## src/logic/tpcg_pkg.sv

```systemverilog
package tpcg_pkg;
  // Input clock divide ratio ahead of the phase generators
  localparam int TPCG_DIV_RATIO = 2;
  // Input oscillator cycles in one state time
  localparam int TPCG_STATE_OSC_CYCLES = 2;
  // Example state time check figures, in kHz and ps
  localparam int TPCG_EXAMPLE_FOSC_KHZ = 16000;
  localparam int TPCG_EXAMPLE_STATE_PS = 125000;
  // Cycles of osc_input lag between internal and pin clock output
  localparam int TPCG_PIN_LAG_CYCLES = 1;
  // Reset values
  localparam logic TPCG_RST_LOW = 1'b0;
  localparam logic [1:0] TPCG_DIV_RST = 2'h0;

  // Operating modes
  typedef enum logic [1:0] {
    TPCG_MODE_RUN,
    TPCG_MODE_IDLE,
    TPCG_MODE_POWERDOWN
  } tpcg_mode_e;

  // Phase clock bundle
  typedef struct packed {
    logic phase_one;
    logic phase_two;
  } tpcg_phases_s;

  // Gated clock bundle delivered to the core
  typedef struct packed {
    logic cpu_phase_one;
    logic cpu_phase_two;
    logic per_phase_one;
    logic per_phase_two;
  } tpcg_gated_s;

  // Phase select for a divider count: low half is phase one
  function automatic tpcg_phases_s tpcg_decode(input logic [1:0] cnt);
    tpcg_phases_s p;
    p.phase_one = (cnt == 2'h0);
    p.phase_two = (cnt == 2'h1);
    return p;
  endfunction : tpcg_decode
endpackage : tpcg_pkg

```

## src/logic/tpcg_divider.sv

```systemverilog
`timescale 1ns/1ps
module tpcg_divider
  import tpcg_pkg::*;
(
  // Clock and reset
  input wire logic clock,
  input wire logic sys_rst,
  // Control
  input wire logic run,
  // Divided phase state
  output logic [1:0] cnt_q
);
  logic [1:0] cnt_reg; // Position within the state time
  logic [1:0] cnt_next;

  // Next divider count; halts at zero when stopped
  always_comb begin
    if (!run) begin
      cnt_next = TPCG_DIV_RST;
    end else if (cnt_reg == 2'(TPCG_DIV_RATIO - 1)) begin
      cnt_next = 2'h0; // Wraps each two input cycles [RULE1]
    end else begin
      cnt_next = cnt_reg + 2'h1;
    end
  end

  // Register the count
  always_ff @(posedge clock or posedge sys_rst) begin
    if (sys_rst) begin
      cnt_reg <= TPCG_DIV_RST;
    end else begin
      cnt_reg <= cnt_next;
    end
  end

  assign cnt_q = cnt_reg;
endmodule : tpcg_divider

```

## src/logic/tpcg_clock_gen.sv

```systemverilog
`timescale 1ns/1ps
// Functional notes
// (RULE1) Input clock divided by two before phases
// (RULE2) Two active-high phases, never both high
// (RULE3) Phase one rise sets, phase two clears
// (RULE4) Separate CPU and peripheral clock outputs
// (RULE5) Clock output also driven to pin, lagged
// (RULE6) State time equals two input periods
// (RULE7) Idle stops CPU clock, peripherals run
// (RULE8) Powerdown freezes clocks low, oscillator off
module tpcg_clock_gen
  import tpcg_pkg::*;
(
  // Clock and reset; clock is the osc_input rate
  input wire logic clock,
  input wire logic sys_rst,
  // Power management requests
  input wire logic idle_req,
  input wire logic powerdown_req,
  // Phase clocks
  output logic phase_one,
  output logic phase_two,
  // Gated clocks for CPU and peripherals
  output tpcg_gated_s gated,
  // Internal and pin clock output
  output logic clock_output,
  output logic clock_output_pin,
  // Oscillator enable and state time strobe
  output logic osc_enable,
  output logic state_strobe
);
  tpcg_mode_e mode_reg; // Current power mode
  tpcg_mode_e mode_next;
  tpcg_phases_s ph_reg; // Registered phases
  tpcg_phases_s ph_next;
  tpcg_gated_s gated_reg; // Registered gated clocks
  tpcg_gated_s gated_next;
  logic clock_output_reg; // Internal clock output
  logic clock_output_next;
  logic pin_reg; // Pin copy of clock output
  logic pin_next;
  logic osc_reg; // Oscillator enable
  logic osc_next;
  logic strobe_reg; // One pulse per state time
  logic strobe_next;
  logic [1:0] cnt; // Divider position
  tpcg_phases_s ph_dec; // Decoded phases

  // Mode selection; powerdown wins over idle
  always_comb begin
    if (powerdown_req) begin
      mode_next = TPCG_MODE_POWERDOWN;
    end else if (idle_req) begin
      mode_next = TPCG_MODE_IDLE;
    end else begin
      mode_next = TPCG_MODE_RUN;
    end
  end

  // Divider runs except in powerdown, so all clocks freeze
  tpcg_divider u_div (
    .clock(clock),
    .sys_rst(sys_rst),
    .run(mode_reg != TPCG_MODE_POWERDOWN), // [RULE8]
    .cnt_q(cnt)
  );

  // Phase decode from divided count
  always_comb begin
    ph_dec = tpcg_decode(cnt); // Exclusive by decode [RULE2]
  end

  // Next values of phases, gated clocks, clock output
  always_comb begin
    ph_next = '0;
    gated_next = '0;
    clock_output_next = clock_output_reg;
    osc_next = 1'b1;
    strobe_next = 1'b0;
    unique case (mode_reg)
      TPCG_MODE_RUN: begin
        ph_next = ph_dec; // [RULE1] [RULE2]
        gated_next = {ph_dec.phase_one, ph_dec.phase_two,
                      ph_dec.phase_one, ph_dec.phase_two}; // [RULE4]
      end
      TPCG_MODE_IDLE: begin
        ph_next = ph_dec;
        // CPU clocks held low, peripherals keep running [RULE7]
        gated_next = {1'b0, 1'b0, ph_dec.phase_one, ph_dec.phase_two};
      end
      TPCG_MODE_POWERDOWN: begin
        clock_output_next = TPCG_RST_LOW; // Everything low [RULE8]
        osc_next = 1'b0; // [RULE8]
      end
    endcase
    if (mode_reg != TPCG_MODE_POWERDOWN) begin
      // Rising edge of phase one sets, of phase two clears [RULE3]
      if (ph_next.phase_one && !ph_reg.phase_one) begin
        clock_output_next = 1'b1;
      end else if (ph_next.phase_two && !ph_reg.phase_two) begin
        clock_output_next = 1'b0;
      end
      // One strobe per combined phase period [RULE6]
      strobe_next = ph_next.phase_one && !ph_reg.phase_one;
    end
    // Pin follows the internal signal one cycle late [RULE5]
    pin_next = clock_output_reg;
  end

  // Register all state
  always_ff @(posedge clock or posedge sys_rst) begin
    if (sys_rst) begin
      mode_reg <= TPCG_MODE_RUN;
      ph_reg <= '0;
      gated_reg <= '0;
      clock_output_reg <= TPCG_RST_LOW;
      pin_reg <= TPCG_RST_LOW;
      osc_reg <= 1'b1;
      strobe_reg <= 1'b0;
    end else begin
      mode_reg <= mode_next;
      ph_reg <= ph_next;
      gated_reg <= gated_next;
      clock_output_reg <= clock_output_next;
      pin_reg <= pin_next;
      osc_reg <= osc_next;
      strobe_reg <= strobe_next;
    end
  end

  // Outputs straight from flip-flops
  assign phase_one = ph_reg.phase_one;
  assign phase_two = ph_reg.phase_two;
  assign gated = gated_reg;
  assign clock_output = clock_output_reg;
  assign clock_output_pin = pin_reg;
  assign osc_enable = osc_reg;
  assign state_strobe = strobe_reg;

  // Checks
  // Check-only helper: cycles since the last state strobe. It saturates, so a
  // long powerdown cannot wrap it round into a falsely short gap.
  logic [2:0] gap_reg; // Zero until the first strobe after reset
  logic [2:0] gap_next;

  // Next gap count; restarts at one after every strobe
  always_comb begin
    if (state_strobe) begin
      gap_next = 3'h1;
    end else if (gap_reg == 3'h0 || gap_reg == 3'h7) begin
      gap_next = gap_reg; // No strobe seen yet, or already saturated
    end else begin
      gap_next = gap_reg + 3'h1;
    end
  end

  // Register the gap count
  always_ff @(posedge clock or posedge sys_rst) begin
    if (sys_rst) begin
      gap_reg <= 3'h0;
    end else begin
      gap_reg <= gap_next;
    end
  end
endmodule : tpcg_clock_gen

```

## config.mk

```make
export PLATFORM = sky130hd
export DESIGN_NAME = tpcg_clock_gen
export DESIGN_NICKNAME = d
export VERILOG_FILES = /design/src/logic/tpcg_pkg.sv /design/src/logic/tpcg_divider.sv /design/src/logic/tpcg_clock_gen.sv
export SDC_FILE = /design/constraint.sdc
export NUM_CORES = 1
export LEC_CHECK = 0
export BUFFER_PORTS_ARGS = -buffer_cell sky130_fd_sc_hd__buf_2
export CAP_MARGIN = 10
export CORE_AREA = 3 3 40 42
export CTS_BUF_LIST = sky130_fd_sc_hd__clkbuf_8
export DETAILED_ROUTE_END_ITERATION = 8
export DIE_AREA = 0 0 43 45
export PLACE_DENSITY_LB_ADDON = 0.2
export SLEW_MARGIN = 25
export SYNTH_ARGS = -nofsm -noshare
export SYNTH_HDL_FRONTEND = slang
export SYNTH_SLANG_ARGS = --single-unit
```

## constraint.sdc

```tcl
create_clock -name clock -period 1.6 [get_ports clock]
set_input_delay 0.08 -clock clock [delete_from_list [all_inputs] [get_ports clock]]
set_output_delay 0.08 -clock clock [all_outputs]
set_load 0.02 [all_outputs]
```

# [After elaboration in Yosys (flattened, before gate mapping)]
# Index checks and enable logic that the tools add are counted.
[totals] reg_bits=14 output_inout_bits=10 wordCells=36
[op_classes] add_sub_neg=1 eq_ne=4 muxes=12 n_reduce_logical=7
[op_table] operator="$mux W2" count=4
[op_table] operator="$pmux W4 S2" count=1
[op_table] operator="$mux W1" count=7
[op_table] operator="$eq A2 B1 Y1 const B" count=2
[op_table] operator="$logic_not A2 Y1" count=2
[op_table] operator="$add A2 B1 Y2 const B" count=1
[op_table] operator="$eq A2 B2 Y1 const B" count=1
[op_table] operator="$logic_and A1 B1 Y1" count=2
[op_table] operator="$logic_not A1 Y1" count=2
[op_table] operator="$ne A2 B2 Y1 const B" count=1
[op_table] operator="$reduce_or A2 Y1" count=1

# [Depth between registers and ports, before layout]
[depth] word_depth=7 depth_mapped=3 mapped_depth_nobuf=3

# [Hierarchy]
# From an unflattened synthesis, not the netlist that was laid out.
[hier_totals] hier_cells=29 hier_area_um2=449.2
[modules_own_cells] mod="tpcg_clock_gen" instances=1 cells_per_inst=24 area_each_um2=380.4
[modules_own_cells] mod="tpcg_divider" instances=1 cells_per_inst=5 area_each_um2=68.8

# [Worst setup path after synthesis]
# No wires, ideal clock.
[synth_timing] path_type="register -> register" start="reg u_div.cnt_reg[1], in the netlist u_div.cnt_q[1]" end="reg clock_output_reg, in the netlist clock_output" setup_time_ns=0.120 t_arrival_ns=1.138 t_required_ns=1.480 path_slack_ns=0.343 stages_incl_launch_ff=3 path_buffers=0 cell_sequence="dfrtp_1 > or4b_1 > a31o_1"
[synth_via] elab_chain_len=6
[synth_lines] element="start, declared" line="tpcg_divider.sv:13" source="logic [1:0] cnt_reg;"
[synth_lines] element="start signal, assigned" line="tpcg_divider.sv:32" source="cnt_reg <= cnt_next;"
[synth_lines] element="$eq A2 B1 Y1" line="tpcg_pkg.sv:40" source="p.phase_two = (cnt == 2'h1);"
[synth_lines] element="$mux W2 *" line="tpcg_clock_gen.sv:80" source="unique case (mode_reg)"
[synth_lines] element="$logic_and A1 B1 Y1" line="tpcg_clock_gen.sv:100" source="end else if (ph_next.phase_two && !ph_reg.phase_two) begin"
[synth_lines] element="$mux W1" line="tpcg_clock_gen.sv:100"
[synth_lines] element="$mux W1 *" line="tpcg_clock_gen.sv:98" source="if (ph_next.phase_one && !ph_reg.phase_one) begin"
[synth_lines] element="$mux W1 *" line="tpcg_clock_gen.sv:96" source="if (mode_reg != TPCG_MODE_POWERDOWN) begin"
[synth_lines] element="named net clock_output_next" line="tpcg_clock_gen.sv:39" source="logic clock_output_next;"
[synth_lines] element="end signal, assigned" line="tpcg_clock_gen.sv:124" source="clock_output_reg <= clock_output_next;"
[synth_lines] element="end, declared" line="tpcg_clock_gen.sv:38" source="logic clock_output_reg;"
# The timed path passes the listed nets; every way through them passes the cells marked *.

# [Worst setup path after layout]
# Ends and elaborated chain as after synthesis.

==> metrics.txt <==
clock latency at the later pin of the worst-skew pair 0.24 ns; Worst Setup End Kind flip-flop; WS Path Type reg2reg; die height 45 microns; Fmax 0.764 GHz; Hold Path Class in2reg; via count of the first global-routing pass 254; Hold Vio Cnt, Final 0; non-filler instance count after layout 63; first-pass GRT wire length 1150 microns; share of cells above drive strength 1 37.5%; crit path launch type flip-flop; post-CTS setup buffer count 0; clock skew 0.00119 ns; # H-tree levels 1; total core area 0.00128 sq mm; drt via density 4.57; Avg Inst Size Synth 15.0 sq um; Seq/Total Area, Yosys 78.1%; clock root buffer clkbuf_8; worst-path maximum fanout 8; First-pass DRT Iterations 2; Yosys top cell by area dfrtp_1; die area 0.00194 sq mm; CTS Buf Count 3; critical path required time 1.73 ns; total gr overflow 0; area added between synthesis and finish 34.2%; post-CTS sizing 0; fin. max-slew vios 0; dpl cells 57; Final nets 53; placed inst area 529 sq um; Cells after Synth 30; synth warn 0; worst slew pin tran 0.487 ns; Synth Net Count 34; Initial Utilization 35.1%; DRT Wirelength 682 microns; setup violators final 0; DR iter-0 viols 6; post-route setup TNS 0 ns; min Tclk post-route 1.31 ns; antenna-violating nets left 0; share of the synthesized area in the top cell type 72.2%; leakage 0.306 nW; synth top area cells dfrtp_1 72%, dfstp_2 5.8%, nor3b_1 5.0%, nor2b_1 4.2%, nor4_1 2.8%; Worst slew margin 67.5%; Peak supply drop 0.532 mV; initial antenna violation count 0; Critical Path AT 1.44 ns; residual DRC count 0; Rows 13; final worst path period share 81.8%; total global-route track usage 8.78%; total vias in the final route 288; PortBufs 13; Max-cap violations 0; TritonCTS clock tree built; io pins 14; # clock sinks 14; filler instances 115; wire per inst 10.8 microns; ant diodes 0; CTS Buffer Depth 2; unrepaired setup endpoints after global routing false; status complete, no violations; cell area power density 1350 mW/mm^2; Seq cells post-synth 14; post-synthesis cell type count 11; max reg flops 4; Reg clk slew, reported paths 0.05 ns; GPL Wtd Cong 0.809; largest net degree at the start of global routing 15; design area 604 sq um; die width 43 microns; Mapped Area 450 sq um
[final timing paths]
path                                                    to                     start  depth (start not counted)  slack [ns]
worst max-delay path                clock_output$_DFF_PP0_  u_div.cnt_q[1]$_DFF_PP0_                          2        0.29
worst min-delay path                 mode_reg[0]$_DFF_PP0_                  idle_req                          2        0.06
worst max register to register      clock_output$_DFF_PP0_  u_div.cnt_q[1]$_DFF_PP0_                          2        0.29
worst min register to register  clock_output_pin$_DFF_PP0_    clock_output$_DFF_PP0_                          0        0.40
max in group asynchronous             osc_enable$_DFF_PP1_                   sys_rst                          3        0.85
min in group asynchronous               gated[0]$_DFF_PP0_                   sys_rst                          3        0.40
[power breakdown]
| group | internal, mW | switching, mW |
|---|---|---|
| Combinational | 0.0340 | 0.0546 |
| Sequential | 0.384 | 0.0161 |
| Clock | 0.217 | 0.112 |
| Total | 0.635 | 0.182 |
[worst max-delay path, cell delays in order (launching register included)]
cell and delay [ns]:
dfrtp_1 0.44, or4b_1 0.53, a31o_1 0.22
[Yosys cell counts]
cell      n
nor2b_1   3
nor2_1    1
or4b_1    1
buf_2     1
a31o_1    1
inv_1     2
nor3_1    2
nor4_1    2
dfstp_2   1
dfrtp_1  13
nor3b_1   3
[cell families (layout without fill, tap and decap cells)]
kind of cell	Yosys count	after routing	synth area share (%)
AND/OR/NAND/NOR	12	12	17.2
flip-flops	14	14	78.1
AO/OA/AOI/OAI	1	1	1.94
buffers and inverters	3	21	2.78
[per-layer routing]
layer	part of all wire, %	global-route usage (%)	routed length (microns)	vias to the layer above
li1	-	-	-	136
met1	39	8.79	263	137
met2	47	12.9	322	13
met3	13	5.58	87	2
met4	1.3	7.23	9	0
met5	0	0	0	-
[layout make-up]
class,count,area (sq um),share of cell area (%)
repair buffers,15,85.1,14.1
multi-input cells,13,86.3,14.3
clock buffers,4,55.1,9.11
flip-flops and latches,14,352,58.2
inverters,2,7.51,1.24
well taps,15,18.8,3.11
[per-stage QoR]
stage	total power, mW	worst slack (ns)	hold WS (ns)	utilization (%)
finish	0.818	0.292	0.0589	47.0
global route	0.861	0.253	0.0563	47.0
CTS	0.831	0.300	0.0620	47.0
detailed placement	0.493	0.308	0.134	41.2
global placement	0.493	0.317	0.121	41.2
floorplan	0.462	0.343	-0.0315	-
[timing repair]
action | CTS | global route
endpoints found under the setup margin | 0 | 0
hold buffers | 2 | 0
endpoints found under the hold margin | 15 | 0
[cells in the final DEF (no fill, tap or decap), drive strengths merged]
cell,n
nor4,2
nor2b,3
buf,13
clkbuf,4
dfstp,1
dlygate4sd3,2
inv,2
or4b,1
nor3b,3
nor3,2
a31o,1
dfrtp,13
nor2,1
Note: power is estimated with default switching activity, not from simulation.
